**src/core/diag_pkg.sv**
```systemverilog
// Package: register map, flag layout, sequencer types and timing constants
package diag_pkg;

  // ****************************************************************
  // Register map
  // ****************************************************************
  localparam int          ADDR_W            = 8;
  localparam int          DATA_W            = 32;
  localparam int          REG_W             = 16;
  localparam int          NUM_CHAN          = 16;
  localparam int          CHAN_W            = 4;
  localparam int          REPEAT_W          = 8;
  localparam logic [7:0]  ERR_STATUS_ADDR   = 8'h74;
  localparam logic [7:0]  CHAN_ENABLE_ADDR  = 8'h78;
  localparam logic [15:0] ERR_STATUS_RESET  = 16'h0000;
  localparam logic [15:0] CHAN_ENABLE_RESET = 16'h0001;
  localparam logic [15:0] CHAN_FALLBACK     = 16'h0001;

  // ****************************************************************
  // Error flag positions
  // ****************************************************************
  localparam int BIT_DEVICE_INIT  = 15;
  localparam int BIT_RESERVED     = 14;
  localparam int BIT_DIG_REG_LOW  = 13;
  localparam int BIT_ANA_REG_LOW  = 12;
  localparam int BIT_EXC_SRC0     = 8;
  localparam int BIT_REF_SMALL    = 7;
  localparam int BIT_REF_RANGE    = 6;
  localparam int BIT_NEG_RANGE    = 5;
  localparam int BIT_POS_RANGE    = 4;
  localparam int BIT_CONV_RANGE   = 3;
  localparam int BIT_SERIAL_ERR   = 2;
  localparam int BIT_MAP_CHECKSUM = 1;
  localparam int BIT_COEF_CHECK   = 0;
  // Bits that a write of one may clear
  localparam logic [15:0] ERR_CLEARABLE_MASK = 16'h3fff;
  // Bits that a monitor may ever raise
  localparam logic [15:0] ERR_LIVE_MASK      = 16'hbfff;

  typedef struct packed {
    logic       deviceInitFail;
    logic       reserved;
    logic       digital_regulator_low_flag;
    logic       analog_regulator_low_flag;
    logic [3:0] excitationCompliance;
    logic       reference_too_small_flag;
    logic       reference_input_range_flag;
    logic       negative_input_range_flag;
    logic       positive_input_range_flag;
    logic       conversion_overrange_flag;
    logic       serialInterfaceFlag;
    logic       register_map_checksum_flag;
    logic       coefficientChecksumFlag;
  } err_vec_t;

  typedef logic [NUM_CHAN-1:0][REPEAT_W-1:0] repeat_arr_t;

  typedef enum logic [0:0] {
    SEQ_IDLE,
    SEQ_RUN
  } seq_state_t;

  // ****************************************************************
  // Timing
  // ****************************************************************
  localparam int CLK_FREQ_MHZ     = 40;
  localparam int CRC_PERIOD_US    = 100;
  localparam int CRC_PERIOD_CYC   = CRC_PERIOD_US * CLK_FREQ_MHZ;
  localparam int CRC_CNT_W        = 12;
  localparam logic [11:0] CRC_CNT_LAST = 12'(CRC_PERIOD_CYC - 1);

endpackage : diag_pkg

```
**src/core/channel_picker.sv**
```systemverilog
// Finds the lowest enabled channel and the next one above the current
`timescale 1ns/1ps
module channel_picker
(
  input  wire logic [15:0] mask,
  input  wire logic [3:0]  current,
  output logic      [3:0]  lowest,
  output logic      [3:0]  next
);

  // ****************************************************************
  // Priority search
  // ****************************************************************
  logic       foundAbove;
  logic [3:0] above;

  always_comb
  begin
    lowest     = 4'h0;
    above      = 4'h0;
    foundAbove = 1'b0;
    for (int i = 15; i >= 0; i--)
    begin
      if (mask[i])
        lowest = 4'(i);
      if (mask[i] && (4'(i) > current))
      begin
        above      = 4'(i);
        foundAbove = 1'b1;
      end
    end
    // Ascending walk, wrapping to the lowest after the highest
    next = foundAbove ? above : lowest;
  end

endmodule : channel_picker

```
**src/core/diag_error_flags_and_channel_enable.sv**
```systemverilog
// Diagnostic error flags, channel enable register and channel sequencer
//
// Operation
// - Enabled monitor detecting its error sets its flag, which stays set.
// - Write one clears a flag once its condition is gone; zero is ignored.
// - A monitor raises its flag only when its error-enable bit is set; bit 15 init failure has no enable bit and always reports.
// - Bit 15 init failure flag is read-only and never cleared by writes.
// - Error status register is zero after reset.
// - Separate low-output flags for digital and analog regulators.
// - Four compliance flags, one per excitation current output.
// - Flag for reference differential voltage too small.
// - Range flags for positive input, negative input and reference input.
// - Flag for conversion result over or under range.
// - Flag mirrors a serial interface error when reporting is enabled.
// - Flags for register map checksum and coefficient checksum failures.
// - Channel enable register reads 0x0001 after reset.
// - Sixteen read/write bits, bit n enables channel n.
// - One enabled channel is converted repeatedly without sequencing.
// - Several enabled channels are visited lowest to highest.
// - A selected channel gets its setup and programmed conversion count.
// - Filter-coefficient mode and calibrations use one channel only.
// - An all-zero enable register selects channel 0.
// - Channel enable writes reset filter, control logic and sequencer.
// - Serial error flag mirrors interface status, only when enabled.
// - Checksum snapshot taken when enabled, rechecked periodically.
// - Repeat count zero gives a single conversion before moving on.
//
// The Avalon-MM register port was left to the implementer.
`timescale 1ns/1ps
module diag_error_flags_and_channel_enable
(
  input  wire logic                    core_clk,
  input  wire logic                    reset_n,
  input  wire logic [7:0]              avs_address,
  input  wire logic                    avs_read,
  input  wire logic                    avs_write,
  input  wire logic [31:0]             avs_writedata,
  input  wire logic [3:0]              avs_byteenable,
  output logic      [31:0]             avs_readdata,
  output logic                         avs_waitrequest,
  input  wire diag_pkg::err_vec_t      errEnable,
  input  wire diag_pkg::err_vec_t      monitorCond,
  input  wire logic                    serialErrRecorded,
  input  wire logic                    coefficient_filter_mode,
  input  wire logic                    calibrationMode,
  input  wire logic                    convActive,
  input  wire logic                    convDone,
  input  wire diag_pkg::repeat_arr_t   repeatCount,
  output logic      [3:0]              activeChannel,
  output logic                         channelSwitch,
  output logic                         filterReset,
  output logic                         errorPending
);

  // ****************************************************************
  // Register bus slave
  // ****************************************************************
  logic        waitReq_ff;
  logic [31:0] readData_ff;
  logic        busReq;
  logic        doWrite;
  logic        hitErr;
  logic        hitChan;
  logic [15:0] laneMask;
  logic [15:0] readMux;
  logic [15:0] flags;
  logic [15:0] chanEnable_ff;

  assign busReq   = avs_read | avs_write;
  // Access completes on the edge where waitrequest is seen low
  assign doWrite  = avs_write & ~waitReq_ff;
  assign hitErr   = (avs_address == diag_pkg::ERR_STATUS_ADDR);
  assign hitChan  = (avs_address == diag_pkg::CHAN_ENABLE_ADDR);
  assign laneMask = {{8{avs_byteenable[1]}}, {8{avs_byteenable[0]}}};

  always_comb
  begin
    readMux = 16'h0000;
    if (hitErr)
      readMux = flags & diag_pkg::ERR_LIVE_MASK;
    else if (hitChan)
      readMux = chanEnable_ff;
  end

  // One wait cycle per access keeps the decode off the critical path
  always_ff @(posedge core_clk or negedge reset_n)
  begin
    if (!reset_n)
      waitReq_ff <= 1'b1;
    else
      waitReq_ff <= ~(busReq & waitReq_ff);
  end

  always_ff @(posedge core_clk or negedge reset_n)
  begin
    if (!reset_n)
      readData_ff <= 32'h0000_0000;
    else if (avs_read && waitReq_ff)
      readData_ff <= {16'h0000, readMux};
  end

  assign avs_readdata    = readData_ff;
  assign avs_waitrequest = waitReq_ff;

  // ****************************************************************
  // Channel enable register
  // ****************************************************************
  logic        chanWrite;
  logic [15:0] nxt_chanEnable;

  assign chanWrite      = doWrite & hitChan & (|avs_byteenable[1:0]);
  assign nxt_chanEnable = (chanEnable_ff & ~laneMask) |
                          (avs_writedata[15:0] & laneMask);

  always_ff @(posedge core_clk or negedge reset_n)
  begin
    if (!reset_n)
      chanEnable_ff <= diag_pkg::CHAN_ENABLE_RESET;
    else if (chanWrite)
      chanEnable_ff <= nxt_chanEnable;
  end

  // ****************************************************************
  // Register map checksum
  // ****************************************************************
  logic [15:0] mapSum;
  logic [15:0] refSum_ff;
  logic        crcArmed_ff;
  logic        crcMismatch_ff;
  logic [11:0] crcCnt_ff;

  // Folds chanEnable_ff and errEnable; only a write that changes the XOR of the two enable bytes shows up
  assign mapSum = chanEnable_ff ^ errEnable ^ {chanEnable_ff[7:0],
                  chanEnable_ff[15:8]};

  always_ff @(posedge core_clk or negedge reset_n)
  begin
    if (!reset_n)
    begin
      crcArmed_ff <= 1'b0;
      refSum_ff   <= 16'h0000;
    end
    else if (!errEnable.register_map_checksum_flag)
      crcArmed_ff <= 1'b0;
    else if (!crcArmed_ff)
    begin
      crcArmed_ff <= 1'b1;
      refSum_ff   <= mapSum;
    end
  end

  always_ff @(posedge core_clk or negedge reset_n)
  begin
    if (!reset_n)
      crcCnt_ff <= 12'h000;
    else if (!crcArmed_ff || crcCnt_ff == diag_pkg::CRC_CNT_LAST)
      crcCnt_ff <= 12'h000;
    else
      crcCnt_ff <= crcCnt_ff + 12'h001;
  end

  // Mismatch latches so it stays a live condition until the checksum is disarmed
  always_ff @(posedge core_clk or negedge reset_n)
  begin
    if (!reset_n)
      crcMismatch_ff <= 1'b0;
    else if (!crcArmed_ff)
      crcMismatch_ff <= 1'b0;
    else if (crcCnt_ff == diag_pkg::CRC_CNT_LAST && mapSum != refSum_ff)
      crcMismatch_ff <= 1'b1;
  end

  // ****************************************************************
  // Error status flags
  // ****************************************************************
  diag_pkg::err_vec_t liveCond;
  diag_pkg::err_vec_t gateEn;
  logic [15:0]        setReq;
  logic [15:0]        clrReq;

  always_comb
  begin
    liveCond = monitorCond;
    liveCond.reserved = 1'b0;
    liveCond.serialInterfaceFlag = serialErrRecorded;
    liveCond.register_map_checksum_flag = crcMismatch_ff;
    // Coefficient check only exists in the coefficient filter mode
    liveCond.coefficientChecksumFlag =
      monitorCond.coefficientChecksumFlag & coefficient_filter_mode;
  end

  always_comb
  begin
    gateEn = errEnable;
    // Init failure has no enable bit; it always reports
    gateEn.deviceInitFail = 1'b1;
    gateEn.reserved       = 1'b0;
  end

  // Each field is its own monitor: regulators, four sources, reference,
  // three range monitors, conversion, serial and two checksums
  assign setReq = liveCond &
                  gateEn;

  // Bit 15 is left out of the clear mask in the bank
  assign clrReq = (doWrite && hitErr) ?
                  (avs_writedata[15:0] & laneMask) : 16'h0000;

  error_flag_bank u_flags
  (
    .core_clk (core_clk),
    .reset_n  (reset_n),
    .setReq   (setReq),
    .clrReq   (clrReq),
    .condLive (liveCond),
    .flags_ff (flags)
  );

  logic errorPending_ff;

  always_ff @(posedge core_clk or negedge reset_n)
  begin
    if (!reset_n)
      errorPending_ff <= 1'b0;
    else
      errorPending_ff <= |flags;
  end

  assign errorPending = errorPending_ff;

  // ****************************************************************
  // Channel sequencer
  // ****************************************************************
  diag_pkg::seq_state_t seqState_ff;
  logic [15:0]          effMask;
  logic [3:0]           lowestChan;
  logic [3:0]           nextChan;
  logic [3:0]           activeChan_ff;
  logic [3:0]           nxt_chan;
  logic [7:0]           repeatLeft_ff;
  logic                 singleMode;
  logic                 switch_ff;
  logic                 filterReset_ff;

  // No channel enabled falls back to channel 0
  assign effMask = (chanEnable_ff == 16'h0000) ?
                   diag_pkg::CHAN_FALLBACK : chanEnable_ff;
  // Filter-coefficient and calibration modes never step channels
  assign singleMode = coefficient_filter_mode | calibrationMode;

  channel_picker u_picker
  (
    .mask    (effMask),
    .current (activeChan_ff),
    .lowest  (lowestChan),
    .next    (nextChan)
  );

  // A lone enabled channel makes next equal current
  assign nxt_chan = singleMode ? lowestChan : nextChan;

  always_ff @(posedge core_clk or negedge reset_n)
  begin
    if (!reset_n)
      seqState_ff <= diag_pkg::SEQ_IDLE;
    else if (chanWrite || !convActive)
      seqState_ff <= diag_pkg::SEQ_IDLE;
    else
      seqState_ff <= diag_pkg::SEQ_RUN;
  end

  always_ff @(posedge core_clk or negedge reset_n)
  begin
    if (!reset_n)
      activeChan_ff <= 4'h0;
    else if (seqState_ff == diag_pkg::SEQ_IDLE || chanWrite)
      activeChan_ff <= lowestChan;
    else if (convDone && (singleMode || repeatLeft_ff == 8'h00))
      activeChan_ff <= nxt_chan;
  end

  // Repeat value N gives N conversions; zero gives just one
  always_ff @(posedge core_clk or negedge reset_n)
  begin
    if (!reset_n)
      repeatLeft_ff <= 8'h00;
    else
      case (seqState_ff)
        diag_pkg::SEQ_IDLE:
        begin
          if (repeatCount[lowestChan] == 8'h00)
            repeatLeft_ff <= 8'h00;
          else
            repeatLeft_ff <= repeatCount[lowestChan] - 8'h01;
        end
        diag_pkg::SEQ_RUN:
        begin
          if (convDone && repeatLeft_ff != 8'h00 && !singleMode)
            repeatLeft_ff <= repeatLeft_ff - 8'h01;
          else if (convDone && repeatCount[nxt_chan] == 8'h00)
            repeatLeft_ff <= 8'h00;
          else if (convDone)
            repeatLeft_ff <= repeatCount[nxt_chan] - 8'h01;
        end
        default:
          repeatLeft_ff <= 8'h00;
      endcase
  end

  // Pulse when a conversion end moves to a different channel's setup, not on a channel enable write
  always_ff @(posedge core_clk or negedge reset_n)
  begin
    if (!reset_n)
      switch_ff <= 1'b0;
    else if (seqState_ff == diag_pkg::SEQ_RUN && convDone && !chanWrite &&
             (singleMode || repeatLeft_ff == 8'h00))
      switch_ff <= (nxt_chan != activeChan_ff);
    else
      switch_ff <= 1'b0;
  end

  always_ff @(posedge core_clk or negedge reset_n)
  begin
    if (!reset_n)
      filterReset_ff <= 1'b0;
    else
      filterReset_ff <= chanWrite;
  end

  assign activeChannel = activeChan_ff;
  assign channelSwitch = switch_ff;
  assign filterReset   = filterReset_ff;

endmodule : diag_error_flags_and_channel_enable

```
**src/core/error_flag_bank.sv**
```systemverilog
// Sticky write-one-to-clear flag bank, one cell per status bit
`timescale 1ns/1ps
module error_flag_bank
(
  input  wire logic        core_clk,
  input  wire logic        reset_n,
  input  wire logic [15:0] setReq,
  input  wire logic [15:0] clrReq,
  input  wire logic [15:0] condLive,
  output logic      [15:0] flags_ff
);

  // ****************************************************************
  // Flag cells
  // ****************************************************************
  logic [15:0] nxt_flags;

  genvar gi;
  generate
    for (gi = 0; gi < 16; gi++)
    begin : g_flag
      logic clrOk;
      // A clear is honoured only once the condition has gone away
      assign clrOk = clrReq[gi] & ~condLive[gi] &
                     diag_pkg::ERR_CLEARABLE_MASK[gi];
      // Set wins over a clear in the same cycle
      assign nxt_flags[gi] = (setReq[gi] & diag_pkg::ERR_LIVE_MASK[gi]) |
                             (flags_ff[gi] & ~clrOk);
    end
  endgenerate

  // One process owns the whole register so no bit has two drivers
  always_ff @(posedge core_clk or negedge reset_n)
  begin
    if (!reset_n)
      flags_ff <= diag_pkg::ERR_STATUS_RESET;
    else
      flags_ff <= nxt_flags;
  end

endmodule : error_flag_bank
```
**config.mk**
```make
export PLATFORM = sky130hd
export DESIGN_NAME = diag_error_flags_and_channel_enable
export DESIGN_NICKNAME = d
export VERILOG_FILES = /design/src/core/diag_pkg.sv /design/src/core/channel_picker.sv /design/src/core/diag_error_flags_and_channel_enable.sv /design/src/core/error_flag_bank.sv
export SDC_FILE = /design/constraint.sdc
export NUM_CORES = 1
export LEC_CHECK = 0
export ABC_CLOCK_PERIOD_IN_PS = 5600
export BUFFER_PORTS_ARGS = -buffer_cell sky130_fd_sc_hd__buf_2
export CORE_MARGIN = 10
export CORE_UTILIZATION = 57
export DETAILED_ROUTE_END_ITERATION = 6
export GPL_TIMING_DRIVEN = 0
export MAX_ROUTING_LAYER = met4
export PLACE_DENSITY = 0.95
export SETUP_SLACK_MARGIN = 0.02
export SLEW_MARGIN = 20
export SYNTH_ARGS = -nofsm -noshare
export SYNTH_HDL_FRONTEND = slang
export SYNTH_SLANG_ARGS = --single-unit
```
**constraint.sdc**
```tcl
create_clock -name core_clk -period 5.6 [get_ports core_clk]
set_input_delay 0.84 -clock core_clk [delete_from_list [all_inputs] [get_ports core_clk]]
set_output_delay 0.84 -clock core_clk [all_outputs]
set_load 0.05 [all_outputs]
```
# [Word level (Yosys, flattened, before mapping)]
# Index checks and enable logic that the tools add are counted.
[word_totals] output_inout_bits=40 ff_bits=94 input_bits=213 wordCells=246
[classes] bitwise_logic=89 mux=71 n_addsub=4 eq_ne=7 n_lt_le_gt_ge=18 n_reduce_logical=43
[ops] operator="$mux W4" count=36
[ops] operator="$bmux W8 S4" count=2
[ops] operator="$and A16 B16 Y16" count=3
[ops] operator="$mux W16" count=3
[ops] operator="$mux W8" count=6
[ops] operator="$and A1 B1 Y1" count=33
[ops] operator="$gt A4 B4 Y1 const A" count=8
[ops] operator="$not A1 Y1" count=32
[ops] operator="$xor A16 B16 Y16" count=2
[ops] operator="$logic_and A1 B1 Y1" count=26
[ops] operator="$logic_not A8 Y1" count=3
[ops] operator="$sub A8 B1 Y8 const B" count=3
[ops] operator="$mux W1" count=21
[ops] operator="$or A1 B1 Y1" count=17
[ops] operator="$eq A8 B7 Y1 const B" count=2
[ops] operator="$gt A3 B4 Y1 const A" count=4
[ops] operator="$logic_not A16 Y1" count=1
[ops] operator="$ne A16 B16 Y1" count=1
[ops] operator="$not A16 Y16" count=1
[ops] operator="$or A16 B16 Y16" count=1
[ops] operator="$pmux W8 S2" count=1
[ops] operator="$reduce_or A15 Y1" count=1
[ops] operator="$mux W14" count=1
[ops] operator="$add A12 B1 Y12 const B" count=1
[ops] operator="other kinds (14)" count=23

# [Depth between registers and ports, before layout]
[depth] word_depth=28 mapped_depth=20

# [Cells and area by module]
# From an unflattened synthesis, not the netlist that was laid out.
[unflattened] hier_cells=931 hier_area_um2=8639.5
[modules_own_cells] module="diag_error_flags_and_channel_enable" cells_each=784 n_inst=1 seq_area_each_um2=1979.4 area_per_inst_um2=7333.3
[modules_own_cells] module="channel_picker" cells_each=101 n_inst=1 seq_area_each_um2=0.0 area_per_inst_um2=720.7
[modules_own_cells] module="error_flag_bank" cells_each=46 n_inst=1 seq_area_each_um2=375.4 area_per_inst_um2=585.6

# [Least setup slack after synthesis]
# OpenSTA, ideal clock, no wires.
[synth_timing] kind="register to register" start="register activeChan_ff[3] (netlist: activeChannel[3])" end="register repeatLeft_ff[2]" slack_ns=1.405 arrival_time_ns=4.101 path_stages_with_launch=18 synth_period_minus_slack_ns=4.195 setup_ns=0.094 n_path_buf=5 path_cell_list="dfrtp_1 buf_4 nand3_1 a22o_1 nand4b_4 or3_1 a32o_1 buf_6 buf_6 buf_6 buf_4 and3_1 a22oi_1 nand4_1 ha_1 xor2_1 o311a_1 a211oi_1"
[synth_via] elab_chain_cells=27 elab_cells_between_ends=76
[synth_lines] item="start, declared" line_no="diag_error_flags_and_channel_enable.sv:238" source="logic [3:0] activeChan_ff;"
[synth_lines] item="start signal, assigned" line_no="diag_error_flags_and_channel_enable.sv:277" source="activeChan_ff <= lowestChan;"
[synth_lines] item="start signal, assigned" line_no="diag_error_flags_and_channel_enable.sv:279" source="activeChan_ff <= nxt_chan;"
[synth_lines] item="$gt A4 B4 Y1" line_no="channel_picker.sv:26" source="if (mask[i] && (4'(i) > current))"
[synth_lines] item="$logic_and A1 B1 Y1" line_no="channel_picker.sv:26"
[synth_lines] item="$mux W4 / $mux W1 (equally long branches) (16 in a row)" line_no="channel_picker.sv:26"
[synth_lines] item="$mux W4 *" line_no="channel_picker.sv:33" source="next = foundAbove ? above : lowest;"
[synth_lines] item="$mux W4 *" line_no="diag_error_flags_and_channel_enable.sv:260" source="assign nxt_chan = singleMode ? lowestChan : nextChan;"
[synth_lines] item="$bmux W8 S4 *" line_no="diag_error_flags_and_channel_enable.sv:300, diag_error_flags_and_channel_enable.sv:303"
[synth_lines] item="$mux W8 (not written as such) *" line_no="diag_error_flags_and_channel_enable.sv:300, diag_error_flags_and_channel_enable.sv:303"
[synth_lines] item="$sub A8 B1 Y8 / $logic_not A8 Y1 (equally long branches)" line_no="diag_error_flags_and_channel_enable.sv:303, diag_error_flags_and_channel_enable.sv:300"
[synth_lines] item="$mux W8 / $logic_and A1 B1 Y1 (equally long branches)" line_no="diag_error_flags_and_channel_enable.sv:302, diag_error_flags_and_channel_enable.sv:300"
[synth_lines] item="$mux W8" line_no="diag_error_flags_and_channel_enable.sv:300" source="else if (convDone && repeatCount[nxt_chan] == 8'h00)"
[synth_lines] item="$mux W8" line_no="diag_error_flags_and_channel_enable.sv:298" source="if (convDone && repeatLeft_ff != 8'h00 && !singleMode)"
[synth_lines] item="$pmux W8 S2" line_no="diag_error_flags_and_channel_enable.sv:288" source="case (seqState_ff)"
[synth_lines] item="end signal, assigned" line_no="diag_error_flags_and_channel_enable.sv:294" source="repeatLeft_ff <= repeatCount[lowestChan] - 8'h01;"
[synth_lines] item="end signal, assigned" line_no="diag_error_flags_and_channel_enable.sv:299" source="repeatLeft_ff <= repeatLeft_ff - 8'h01;"
[synth_lines] item="end signal, assigned" line_no="diag_error_flags_and_channel_enable.sv:303" source="repeatLeft_ff <= repeatCount[nxt_chan] - 8'h01;"
[synth_lines] item="end, declared" line_no="diag_error_flags_and_channel_enable.sv:240" source="logic [7:0] repeatLeft_ff;"
# Every way passes the cells marked *; elsewhere a longest branch is shown, timed or not. The select of a mux whose other input is x is not followed.
# A chain may end at the register's enable or synchronous reset.

==> results_tabular.tex <==
\begin{tabular}{lr}
\hline
Metric & Value \\
\hline
\multicolumn{2}{l}{\textbf{Critical path}} \\
\quad Critical-path maximum fanout & 10 \\
\quad Data required time at the worst endpoint & 5850 ps \\
\quad Bufs and invs on worst path & 3 \\
\quad Element type at the critical path end & register \\
\quad Arrival time at the worst endpoint & 5510 ps \\
\quad Highest-delay cell along the critical path & sky130\_fd\_sc\_hd\_\_nor4\_1 \\
\quad CP Launch Type & register \\
\quad Top cell family by delay on the critical path & compound AO/OA/AOI/OAI gates \\
\quad Ordered list of cells on the worst path & clkbuf\_1 -> nor4\_1 -> nand2b\_1 -> a21oi\_2 -> buf\_2 -> clkbuf\_1 -> nand2\_1 -> nand3\_1 -> o211ai\_1 -> o211ai\_1 -> nand2\_1 -> ha\_1 -> a21boi\_1 -> a31oi\_1 -> a22oi\_1 -> o41ai\_1 \\
\quad Worst Setup Path Type & register to register \\
\quad Biggest cell delay along the critical path & 710 ps \\
\multicolumn{2}{l}{\textbf{Logic synthesis}} \\
\quad Dominant cell by count in the synthesized netlist & sky130\_fd\_sc\_hd\_\_mux2i\_1 \\
\quad Fraction of registers with async set/reset & 100.0\% \\
\quad Distinct cells, synth & 82 \\
\quad Post-synth EDFFs & 0 \\
\quad Dominant cells by area after synthesis & sky130\_fd\_sc\_hd\_\_dfrtp\_1 28\%, sky130\_fd\_sc\_hd\_\_mux2i\_1 14\%, sky130\_fd\_sc\_hd\_\_nand2\_1 4.9\% \\
\quad Top cell type's share of synthesized area & 27.51\% \\
\quad Synthesized cell area & 0.008369 mm² \\
\quad Post-synthesis area per instance & 8.828 µm² \\
\quad Cell taking the most area after synthesis & sky130\_fd\_sc\_hd\_\_dfrtp\_1 \\
\quad Share of synthesized area occupied by flip-flops and latches & 28.14\% \\
\quad Register bit total from synthesis & 94 \\
\quad Top post-synthesis cells by count & 115 x sky130\_fd\_sc\_hd\_\_mux2i\_1, 109 x sky130\_fd\_sc\_hd\_\_nand2\_1, 92 x sky130\_fd\_sc\_hd\_\_dfrtp\_1 \\
\quad Most frequently used flop master after synthesis & sky130\_fd\_sc\_hd\_\_dfrtp\_1 \\
\quad Synth Instances & 948 \\
\quad Warnings, synthesis & 0 \\
\multicolumn{2}{l}{\textbf{Final layout}} \\
\quad Area of combinational cells with multiple inputs & 0.005530 mm² \\
\quad Number of inserted filler cells in the final layout & 1116 \\
\quad Final non-filler cell area & 0.01006 mm² \\
\quad Total number of nets in the final design & 1408 \\
\quad Area growth from synthesis to layout & 20.23\% \\
\quad Share of layout cells above drive strength 1 & 28.31\% \\
\quad Utilization after layout & 69.50\% \\
\quad Register area & 0.002355 mm² \\
\multicolumn{2}{l}{\textbf{Global route}} \\
\quad First-pass GRT wire length & 45800 µm \\
\quad Antenna violations before repair & 1 \\
\quad GR Util All Layers & 29.00\% \\
\quad Gr ovfl total & 0 \\
\quad Via count of the first global-routing pass & 8707 \\
\quad Pin count of the biggest net entering global routing & 49 \\
\multicolumn{2}{l}{\textbf{Floorplan}} \\
\quad Number of placement rows & 44 \\
\quad Core Box Area & 0.01448 mm² \\
\quad Die height & 141.2 µm \\
\quad Number of I/O pins & 253 \\
\quad Horizontal die dimension & 141.2 µm \\
\quad Die footprint & 0.01993 mm² \\
\quad Starting density of the core & 57.80\% \\
\multicolumn{2}{l}{\textbf{CTS}} \\
\quad CTS tree & yes \\
\quad Clock transition at the register clock pins on the worst setup and hold paths after CTS & 70 ps \\
\quad H-tree lvl count & 3 \\
\quad Maximum count of clock buffers along a single path & 2 \\
\quad \# clock sinks & 94 \\
\quad Source-to-sink clock delay at the later pin of the worst-skew pair & 360 ps \\
\quad \# resized after CTS & 0 \\
\quad Setup bufs post-CTS & 0 \\
\quad Number of buffers created by CTS & 9 \\
\quad Root buffer cell & sky130\_fd\_sc\_hd\_\_clkbuf\_16 \\
\quad Post-cts hold buffer count & 0 \\
\multicolumn{2}{l}{\textbf{Placement}} \\
\quad Post-DP Area & 0.009764 mm² \\
\quad Input/output buffers & 214 \\
\quad Placer congestion estimate & 1.037 \\
\quad Dpl hpwl & 23050 µm \\
\multicolumn{2}{l}{\textbf{Route}} \\
\quad Number of remaining DRC errors & 1 \\
\quad Vias & 8946 \\
\quad Initial drt markers & 1205 \\
\quad Average wire per cell in the routed design & 21.49 µm \\
\quad Antenna-violating nets left & 0 \\
\quad Drt total wl & 29640 µm \\
\quad Via/cell ratio & 6.487 \\
\quad Count of TritonRoute iterations in the first routing pass & 7 \\
\multicolumn{2}{l}{\textbf{Power}} \\
\quad Share of total power in sequential cells & 39.2\% \\
\quad Switch Pwr & 634.5 µW \\
\quad Clock share of power & 32.3\% \\
\quad Combinational Power Share & 28.5\% \\
\quad Reported leakage power & 0.004700 µW \\
\quad Pwr per Cell Area & 186.9 mW/mm² \\
\quad Design internal power & 1246 µW \\
\quad Switching power share of the total & 33.74\% \\
\quad Largest voltage drop on the vdd net & 0.1789 mV \\
\multicolumn{2}{l}{\textbf{STA}} \\
\quad Transition at the pin with the smallest max-transition slack & 1062 ps \\
\quad Fmax & 0.1903 GHz \\
\quad Endpoints failing hold & 0 \\
\quad Final critical-path share of the clock period & 93.84\% \\
\quad Layout Skew & 9.641 ps \\
\quad Summed negative setup slack over all endpoints & 0 ps \\
\quad RSZ-0062 raised after global routing & false \\
\quad \# setup viols final & 0 \\
\quad Final critical delay including setup and external delays & 5255 ps \\
\quad Pins over their slew limit & 0 \\
\quad Worst relative slew slack & 29.07\% \\
\multicolumn{2}{l}{\textbf{Job}} \\
\quad Max\_cap viols & 0 \\
\multicolumn{2}{l}{\textbf{Status}} \\
\quad Violations in the final reports & design-rule violations \\
\quad Run status & finished, violations left \\
\multicolumn{2}{l}{\textbf{Hold path}} \\
\quad Worst hold path type & primary input to async pin \\
\hline
\end{tabular}
## layout make-up
type                       count  area share [%]
inverter                      16          0.5969
buffer                        81           4.812
sequential                    94           23.40
clock buffer                   9           2.238
clock inverter                 7          0.6963
multi-input combinational    772           54.96
tap                          184           2.288
antenna                        1         0.02487
timing repair buffer         215           10.98
## path summary, 6_finish.rpt
path	start	endpoint	slack (ps)	depth (start not counted)
max	register	repeatLeft_ff[4]	350	16
min	reset_n	avs_readdata[7]	400	1
max reg2reg	register	repeatLeft_ff[4]	350	16
min reg2reg	avs_readdata[15]	avs_readdata[15]	480	2
max in group asynchronous	reset_n	async pin	4550	2
min in group core_clk	avs_readdata[15]	avs_readdata[15]	480	2
## cells by family (layout without fill, tap and decap cells)
logic type / count (synthesis) / count (layout) / synth area share (%)
other: 1 / 17 / 0.04481
buffers and inverters: 97 / 328 / 6.503
and+or+nand+nor: 308 / 308 / 18.93
AOI/OAI and AO/OA: 228 / 228 / 18.48
adders and majority gates: 6 / 6 / 0.8970
xor gates and xnor gates: 65 / 65 / 6.802
DFF: 94 / 94 / 28.14
muxes: 149 / 149 / 20.21
## per-stage QoR
step	power, µW	cells	setup slack (ps)	hold WS [ps]
final	1881	1379	345.2	404.0
after global routing	1953	1379	180.6	442.0
after CTS	1867	1378	530.8	430.9
after detailed placement	1269	1362	699.4	471.2
after global placement	1252	1361	378.6	459.3
after floorplan	1081	963	1405	445.8
## layout by cell type, fill, tap and decap left out, types with 16 or more instances in the layout
| cell type | netlist | final |
|---|---|---|
| sky130_fd_sc_hd__dfrtp_1 | 92 | 92 |
| sky130_fd_sc_hd__mux2_2 | 19 | 19 |
| sky130_fd_sc_hd__mux2i_1 | 115 | 115 |
| sky130_fd_sc_hd__conb_1 | 1 | 16 |
| sky130_fd_sc_hd__nand3_1 | 32 | 32 |
| sky130_fd_sc_hd__buf_4 | 28 | 28 |
| sky130_fd_sc_hd__inv_1 | 16 | 16 |
| sky130_fd_sc_hd__clkbuf_1 | 31 | 31 |
| sky130_fd_sc_hd__nor2_1 | 48 | 48 |
| sky130_fd_sc_hd__xor2_1 | 31 | 31 |
| sky130_fd_sc_hd__nor3b_1 | 18 | 18 |
| sky130_fd_sc_hd__xnor2_1 | 34 | 34 |
| sky130_fd_sc_hd__buf_2 | 12 | 225 |
| sky130_fd_sc_hd__a21oi_1 | 38 | 37 |
| sky130_fd_sc_hd__nand2_1 | 109 | 109 |
| sky130_fd_sc_hd__o21ai_0 | 62 | 62 |
| sky130_fd_sc_hd__a22oi_1 | 32 | 32 |
## power by group through the flow
stage	clock network (µW)	registers, µW	logic [µW]
2_1_floorplan	0	753	327
3_3_place_gp	0	747	506
3_5_place_dp	0	748	520
4_1_cts	607	735	524
5_1_grt	636	740	578
6_report	607	736	537
## metal layers
metal	wire (µm)	GRT usage, %	up-vias
li1	-	-	3953
met1	11350	36.57	4157
met2	13580	44.20	711
met3	3485	6.382	125
met4	1221	11.96	0
met5	0	-	-
No activity file was read; power rests on OpenSTA's default activity.
